--- config.mk ---
export PLATFORM = sky130hd
export DESIGN_NAME = mixer_csr_lite_slave_flat
export DESIGN_NICKNAME = d
export VERILOG_FILES = /design/src/csr_lite_pkg.sv /design/src/csr_lite_if.sv /design/src/mixer_csr_lite_slave.sv /design/src/flat_wrapper.sv
export SDC_FILE = /design/constraint.sdc
export NUM_CORES = 2
export LEC_CHECK = 0
export BUFFER_PORTS_ARGS = -buffer_cell sky130_fd_sc_hd__buf_4
export CAP_MARGIN = 20
export CELL_PAD_IN_SITES_DETAIL_PLACEMENT = 1
export CELL_PAD_IN_SITES_GLOBAL_PLACEMENT = 1
export CORE_MARGIN = 2
export CORE_UTILIZATION = 40
export CTS_CLUSTER_DIAMETER = 60
export DETAILED_ROUTE_END_ITERATION = 16
export GPL_ROUTABILITY_DRIVEN = 0
export GPL_TIMING_DRIVEN = 0
export PLACE_DENSITY = 0.75
export SLEW_MARGIN = 20
export SYNTH_ARGS = -nofsm -noshare
export SYNTH_HDL_FRONTEND = slang
export SYNTH_SLANG_ARGS = --single-unit
--- constraint.sdc ---
create_clock -name i_core_clk -period 3.65 [get_ports i_core_clk]
set_input_delay 0.1825 -clock i_core_clk [delete_from_list [all_inputs] [get_ports i_core_clk]]
set_output_delay 0.1825 -clock i_core_clk [all_outputs]
set_load 0.01 [all_outputs]
--- src/csr_lite_pkg.sv ---
package csr_lite_pkg;
   localparam int ADDR_W = 7;
   localparam int DATA_W = 32;
   localparam int STRB_W = 4;
   localparam int PROT_W = 3;
   localparam int RESP_W = 2;
   localparam int NUM_REGS = 32;
   localparam int IDX_W = 5;
   localparam int IDX_LSB = 2;
   localparam logic [RESP_W-1:0] RESP_OKAY = 2'h0;
   localparam logic [RESP_W-1:0] RESP_EXOKAY = 2'h1;
   localparam logic [RESP_W-1:0] RESP_SLVERR = 2'h2;
   localparam logic [RESP_W-1:0] RESP_DECERR = 2'h3;
   localparam logic [DATA_W-1:0] REG_RESET_VAL = 32'h0;
endpackage

--- src/csr_lite_if.sv ---
`timescale 1ns/1ns
interface csr_lite_if;
   import csr_lite_pkg::*;
   logic [ADDR_W-1:0] awaddr;
   logic [PROT_W-1:0] awprot;
   logic awvalid;
   logic awready;
   logic [DATA_W-1:0] wdata;
   logic [STRB_W-1:0] wstrb;
   logic wvalid;
   logic wready;
   logic [RESP_W-1:0] bresp;
   logic bvalid;
   logic bready;
   logic [ADDR_W-1:0] araddr;
   logic [PROT_W-1:0] arprot;
   logic arvalid;
   logic arready;
   logic [DATA_W-1:0] rdata;
   logic [RESP_W-1:0] rresp;
   logic rvalid;
   logic rready;
   modport slave (
      input awaddr, awprot, awvalid, wdata, wstrb, wvalid, bready,
      input araddr, arprot, arvalid, rready,
      output awready, wready, bresp, bvalid, arready, rdata, rresp, rvalid
   );
   modport master (
      output awaddr, awprot, awvalid, wdata, wstrb, wvalid, bready,
      output araddr, arprot, arvalid, rready,
      input awready, wready, bresp, bvalid, arready, rdata, rresp, rvalid
   );
endinterface

--- src/mixer_csr_lite_slave.sv ---
// Operation
// - Raise awready, capture address on handshake.
// - Write 32-bit data to addressed register.
// - Master holds write data until wready.
// - Four strobes enable byte lanes, bit0 lowest.
// - No data accepted before address captured.
// - Write response codes on bresp.
// - Master raises bready when able.
// - Hold bvalid and bresp until bready.
// - Master holds 7-bit read address until arready.
// - Read protection bits are ignored.
// - Master holds arvalid past arready edge.
// - Raise arready, capture read address on handshake.
// - Return addressed register contents on rdata.
// - Read response codes on rresp.
// - Hold rvalid, rdata, rresp until rready.
// - Master raises rready when able.
// - Active-low reset restores register contents.
// - Master holds awvalid and address past awready.
// - Write protection bits are ignored.
`timescale 1ns/1ns
module mixer_csr_lite_slave (
   input wire logic i_core_clk,
   input wire logic i_nrst,
   csr_lite_if.slave bus,
   output logic [csr_lite_pkg::DATA_W*csr_lite_pkg::NUM_REGS-1:0] o_ctrl_regs
);
   import csr_lite_pkg::*;

   logic [DATA_W-1:0] regs_q [NUM_REGS];
   logic aw_have_q;
   logic [IDX_W-1:0] aw_idx_q;
   logic awready_q;
   logic wready_q;
   logic bvalid_q;
   logic arready_q;
   logic rvalid_q;
   logic [DATA_W-1:0] rdata_q;
   logic [RESP_W-1:0] bresp_q;
   logic [RESP_W-1:0] rresp_q;
   logic aw_hs;
   logic w_hs;
   logic ar_hs;

   function automatic logic [IDX_W-1:0] reg_index(input logic [ADDR_W-1:0] a);
      reg_index = a[IDX_LSB +: IDX_W];
   endfunction

   // Lanes whose strobe is low keep their old byte, so a narrow write never disturbs
   // the neighbouring fields of the same word.
   function automatic logic [DATA_W-1:0] merge_lanes(
      input logic [DATA_W-1:0] old_word,
      input logic [DATA_W-1:0] new_word,
      input logic [STRB_W-1:0] strb
   );
      merge_lanes = old_word;
      for (int b = 0; b < STRB_W; b++) begin
         if (strb[b]) begin
            merge_lanes[8*b +: 8] = new_word[8*b +: 8];
         end
      end
   endfunction

   // The protection attributes are never read, so they cannot alter any result.
   // One write and one read are in flight at a time; that keeps the bank simple at the
   // cost of bus throughput, which a control port does not need.
   assign aw_hs = bus.awvalid && awready_q;
   assign w_hs = bus.wvalid && wready_q;
   assign ar_hs = bus.arvalid && arready_q;

   assign bus.awready = awready_q;
   assign bus.wready = wready_q;
   assign bus.bvalid = bvalid_q;
   assign bus.bresp = bresp_q;
   assign bus.arready = arready_q;
   assign bus.rvalid = rvalid_q;
   assign bus.rdata = rdata_q;
   assign bus.rresp = rresp_q;

   // Address ready stays low from capture until the response is taken.
   always_ff @(posedge i_core_clk) begin
      if (!i_nrst) begin
         awready_q <= 1'b0;
      end else if (aw_hs) begin
         awready_q <= 1'b0;
      end else if (bvalid_q && bus.bready) begin
         awready_q <= 1'b1;
      end else if (!aw_have_q && !bvalid_q) begin
         awready_q <= 1'b1;
      end
   end

   always_ff @(posedge i_core_clk) begin
      if (!i_nrst) begin
         aw_have_q <= 1'b0;
      end else if (aw_hs) begin
         aw_have_q <= 1'b1;
      end else if (bvalid_q && bus.bready) begin
         aw_have_q <= 1'b0;
      end
   end

   // Only the word index is kept; the byte offset is dropped, so an unaligned address
   // selects the word that holds it.
   always_ff @(posedge i_core_clk) begin
      if (!i_nrst) begin
         aw_idx_q <= '0;
      end else if (aw_hs) begin
         aw_idx_q <= reg_index(bus.awaddr);
      end
   end

   // Data ready only after the address is held, which costs a cycle but never
   // lets data commit without a target.
   always_ff @(posedge i_core_clk) begin
      if (!i_nrst) begin
         wready_q <= 1'b0;
      end else if (w_hs) begin
         wready_q <= 1'b0;
      end else begin
         wready_q <= aw_have_q && !bvalid_q;
      end
   end

   always_ff @(posedge i_core_clk) begin
      if (!i_nrst) begin
         bvalid_q <= 1'b0;
      end else if (w_hs) begin
         bvalid_q <= 1'b1;
      end else if (bus.bready) begin
         bvalid_q <= 1'b0;
      end
   end

   // Every word of the bank exists and is writable, so no write can fail; the code is
   // still registered so that it stands with the response valid.
   always_ff @(posedge i_core_clk) begin
      if (!i_nrst) begin
         bresp_q <= RESP_OKAY;
      end else if (w_hs) begin
         bresp_q <= RESP_OKAY;
      end
   end

   always_ff @(posedge i_core_clk) begin
      if (!i_nrst) begin
         for (int i = 0; i < NUM_REGS; i++) begin
            regs_q[i] <= REG_RESET_VAL;
         end
      end else if (w_hs) begin
         regs_q[aw_idx_q] <= merge_lanes(regs_q[aw_idx_q], bus.wdata, bus.wstrb);
      end
   end

   // A new read address is refused until the previous data has been handed over, and for
   // one cycle more, since ready is rebuilt from the registered valid.
   always_ff @(posedge i_core_clk) begin
      if (!i_nrst) begin
         arready_q <= 1'b0;
      end else if (ar_hs) begin
         arready_q <= 1'b0;
      end else begin
         arready_q <= !rvalid_q;
      end
   end

   always_ff @(posedge i_core_clk) begin
      if (!i_nrst) begin
         rvalid_q <= 1'b0;
      end else if (ar_hs) begin
         rvalid_q <= 1'b1;
      end else if (rvalid_q && bus.rready) begin
         rvalid_q <= 1'b0;
      end
   end

   // Read data is captured once at the address handshake and then held, so it cannot
   // follow a later write to the same word while the master is not yet ready.
   always_ff @(posedge i_core_clk) begin
      if (!i_nrst) begin
         rdata_q <= '0;
      end else if (ar_hs) begin
         rdata_q <= regs_q[reg_index(bus.araddr)];
      end
   end

   // Every read hits a word of the bank, so the read code is always a success.
   always_ff @(posedge i_core_clk) begin
      if (!i_nrst) begin
         rresp_q <= RESP_OKAY;
      end else if (ar_hs) begin
         rresp_q <= RESP_OKAY;
      end
   end

   // The bank is copied out through a register stage, so the mixer sees a change one
   // cycle after the write lands.
   always_ff @(posedge i_core_clk) begin
      if (!i_nrst) begin
         o_ctrl_regs <= '0;
      end else begin
         for (int i = 0; i < NUM_REGS; i++) begin
            o_ctrl_regs[i*DATA_W +: DATA_W] <= regs_q[i];
         end
      end
   end
endmodule

--- src/flat_wrapper.sv ---
// flat-port wrapper written by rule: the top's interface ports become plain ports
module mixer_csr_lite_slave_flat import csr_lite_pkg::*;
  (i_core_clk, i_nrst, o_ctrl_regs, bus_awaddr, bus_awprot, bus_awvalid, bus_wdata, bus_wstrb, bus_wvalid, bus_bready, bus_araddr, bus_arprot, bus_arvalid, bus_rready, bus_awready, bus_wready, bus_bresp, bus_bvalid, bus_arready, bus_rdata, bus_rresp, bus_rvalid);
  csr_lite_if bus_i ();
  input wire logic i_core_clk;
  input wire logic i_nrst;
  output logic [csr_lite_pkg::DATA_W*csr_lite_pkg::NUM_REGS-1:0] o_ctrl_regs;
  input wire logic [$bits(bus_i.awaddr)-1:0] bus_awaddr;
  input wire logic [$bits(bus_i.awprot)-1:0] bus_awprot;
  input wire logic [$bits(bus_i.awvalid)-1:0] bus_awvalid;
  input wire logic [$bits(bus_i.wdata)-1:0] bus_wdata;
  input wire logic [$bits(bus_i.wstrb)-1:0] bus_wstrb;
  input wire logic [$bits(bus_i.wvalid)-1:0] bus_wvalid;
  input wire logic [$bits(bus_i.bready)-1:0] bus_bready;
  input wire logic [$bits(bus_i.araddr)-1:0] bus_araddr;
  input wire logic [$bits(bus_i.arprot)-1:0] bus_arprot;
  input wire logic [$bits(bus_i.arvalid)-1:0] bus_arvalid;
  input wire logic [$bits(bus_i.rready)-1:0] bus_rready;
  output wire logic [$bits(bus_i.awready)-1:0] bus_awready;
  output wire logic [$bits(bus_i.wready)-1:0] bus_wready;
  output wire logic [$bits(bus_i.bresp)-1:0] bus_bresp;
  output wire logic [$bits(bus_i.bvalid)-1:0] bus_bvalid;
  output wire logic [$bits(bus_i.arready)-1:0] bus_arready;
  output wire logic [$bits(bus_i.rdata)-1:0] bus_rdata;
  output wire logic [$bits(bus_i.rresp)-1:0] bus_rresp;
  output wire logic [$bits(bus_i.rvalid)-1:0] bus_rvalid;
  assign bus_i.awaddr = bus_awaddr;
  assign bus_i.awprot = bus_awprot;
  assign bus_i.awvalid = bus_awvalid;
  assign bus_i.wdata = bus_wdata;
  assign bus_i.wstrb = bus_wstrb;
  assign bus_i.wvalid = bus_wvalid;
  assign bus_i.bready = bus_bready;
  assign bus_i.araddr = bus_araddr;
  assign bus_i.arprot = bus_arprot;
  assign bus_i.arvalid = bus_arvalid;
  assign bus_i.rready = bus_rready;
  assign bus_awready = bus_i.awready;
  assign bus_wready = bus_i.wready;
  assign bus_bresp = bus_i.bresp;
  assign bus_bvalid = bus_i.bvalid;
  assign bus_arready = bus_i.arready;
  assign bus_rdata = bus_i.rdata;
  assign bus_rresp = bus_i.rresp;
  assign bus_rvalid = bus_i.rvalid;
  mixer_csr_lite_slave u_core (.i_core_clk(i_core_clk), .i_nrst(i_nrst), .bus(bus_i), .o_ctrl_regs(o_ctrl_regs));
endmodule
==> reports/qor.yml <==
yosysWarnings: 0
crit_path_start: "u_core.bus.wready"
final_cells: 10010
fin_util: 0.5078
finalMaxSlewViolations: 0
cellLeakagePower_nw: 40.24
ioPinCount: 1128
dieArea_um2: 195000
clock.fmax_mhz: 272.0
core_area_um2: 190200
cts_buffer_depth: 3
grt_overflow: 0
routed_wl_mm: 393.5
crit_fanout: 10
crit_chain: "and3_1, nand2_1, clkbuf_1, o21ai_1"
swShare: 0.2547
numCtsBuffers: 214
hpwl_mm: 300.6
first_iter_violations: 8343
place_ws_ns: -0.9878
grt_max_degree: 17
hold_start: "bus_araddr[5]"
avgViaCountPerCell: 5.724
post_dp_cell_area_um2: 88410
finalClockSkew_ns: 0.04555
cpMaxStageDelayCell: "o21ai_1"
ys_seq_elements: 2091
hp-class: "in2reg"
antenna_found_initial: 87
layout_common_cells: "and2_1 (2052), buf_4 (1157), dfxtp_1 (1067)"
vias: 57290
htreeDepth: 4
drive_gt1_frac: 0.2216
synth_edf_count: 1024
hold_path_depth: 5
path_delay_family: "simple AND/OR/NAND/NOR gates"
synth_cell_types: 30
rsz0062_at_grt: "no"
drc: 0
critPathArrivalTime_ns: 4.16
final_common_cell: "and2_1"
run_status: "finished, violations left"
clock-sinks: 2091
slew_headroom: 0.08082
power.internal_mw: 39.81
critPathLaunchType: "flop"
cp.buffers_inverters: 1
async_flop_share: 0
rr_worst_depth: 4
die_w_um: 441.6
fin_crit_ns: 3.676
slowest_delay_ns: 0.85
synthFlopType: "dfxtp_1"
layout_worst_path_cycle_share: 1.007
grt_first_pass_wirelength_mm: 510.7
fin_nets: 7329
worstMarginPinSlew_ns: 1.375
first_pass_iters: 8
ir_drop_mv: 0.4066
violations: "setup timing"
cts_root_buf: "clkbuf_16"
clk_pin_slew_ns: 0.06
syn_avg_cell_area_um2: 13.04
dp.cells: 9517
clock_power_share: 0.431
ff2ff_setup_slack_ns: -0.03
hold_viol: 0
whs_endpoint: "u_core.bus.rdata[0]"
port_buffers: 1111
wl_per_cell_um: 39.31
worstSetupPathType: "reg2reg"
post-cts-setup-buffers: 0
track_usage: 0.3904
setup_ws_ns: -0.02608
power_density_nw_per_um2: 553.1
synthCells: 5873
rr_startpoint: "u_core.bus.wready"
grt_pass1_vias: 57850
whs_ns: 0.07980
r2r-end: "u_core.regs_q[6][4]"
worstPathRequired_ns: 4.13
crit_path_end_kind: "flop"
setup_tns_ns: -0.1298
initial_core_util: 0.4028
switchingPower_mw: 13.60
postLayoutCellArea_um2: 96580
cts_tree: "yes"
pwr-share-comb: 0.082
ant_nets: 0
syn_area_um2: 76600
area_growth_syn_to_layout_pct: 26.08
max-cap-violations: 0
yosysSeqAreaShare: 0.6803
clk_latency_ns: 0.90
setup_viol: 7
rows: 160
power_mw: 53.41
power_frac_seq: 0.486
die_y_um: 441.6
==> state kept, by name, indices dropped and copies added, names as in the netlist <==
signal / cells
u_core.o_ctrl_regs: 1024
u_core.regs_q: 1024
u_core.bus.rdata: 32
u_core.aw_idx_q: 5
u_core.aw_have_q: 1
u_core.bus.arready: 1
u_core.bus.awready: 1
u_core.bus.bvalid: 1
u_core.bus.rvalid: 1
u_core.bus.wready: 1
==> power by group through the flow <==
| stage | registers (mW) | logic (mW) | clock network [mW] |
|---|---|---|---|
| final | 26.0 | 4.40 | 23.0 |
| after global routing | 26.0 | 4.40 | 23.9 |
| after CTS | 25.9 | 4.24 | 23.0 |
| after detailed placement | 26.4 | 4.17 | 0 |
| after global placement | 26.4 | 4.06 | 0 |
| after floorplan | 26.4 | 1.46 | 0 |
==> layer usage <==
metal	vias to the layer above	global-route usage	routed length [µm]
li1	22900	-	-
met1	28880	0.4526	137000
met2	4305	0.5961	174200
met3	1178	0.1104	42130
met4	32	0.3360	39750
met5	-	0.001954	469
==> synth_stat cells (3+ instances only) <==
library cell	count	area [µm²]
and2_1	2052	12840
clkbuf_4	3	22.52
a21oi_1	160	800.8
nand3_1	5	25.02
clkbuf_1	328	1231
dfxtp_1	1067	21360
buf_12	3	60.06
a22oi_1	256	1922
nor2_1	131	491.7
buf_6	12	135.1
mux2i_1	512	5125
nand2_1	47	176.4
nor2b_1	6	37.54
buf_1	7	26.28
nor3b_1	4	30.03
a21boi_0	6	45.04
buf_4	36	270.3
o21ai_1	18	90.09
or4_1	32	240.2
edfxtp_1	1024	30750
o21ai_0	143	715.7
buf_8	8	120.1
==> what timing repair did <==
action,in CTS,in global routing
gates resized for setup,20,34
endpoints found under the hold margin,145,0
hold buffers,43,0
pin swaps,0,0
setup endpoints to repair,174,342
gates cloned,0,0
==> kinds of logic (layout without fill, tap and decap cells) <==
group	after synthesis	in the layout	synth area share
simple gates	2286	2286	0.1814
other cells	1	51	0.00004896
buf+inv	397	1973	0.02435
compound gates	586	586	0.04698
mux	512	512	0.06691
flops	2091	2091	0.6803
==> tightest hold or removal path, delay by kind of cell <==
kind | cells | cell delay, ns
simple gates | 2 | 0.38
buf+inv | 1 | 0.11
compound gates | 2 | 0.27
==> worst max path at each step <==
stage / slack (ns) / endpoint / depth (start not counted)
final: -0.03 / u_core.regs_q[6][4] / 4
after global routing: 0.06 / u_core.regs_q[8][6] / 4
after CTS: -0.28 / u_core.regs_q[23][1] / 5
after detailed placement: -0.99 / u_core.regs_q[16][3] / 6
after global placement: -1.72 / u_core.regs_q[13][18] / 5
after floorplan: 1.53 / u_core.regs_q[11][16] / 6
==> cell type report <==
cell class	instances	area, µm²
clock inverter	88	818.3
clock buffer	314	6600
antenna	47	117.6
fill	19310	93610
multi-input combinational	3388	22800
tap	2511	3142
sequential	2091	52110
buffer	396	1924
timing repair buffer	1175	9061
Note: power is estimated with default switching activity, not from simulation.
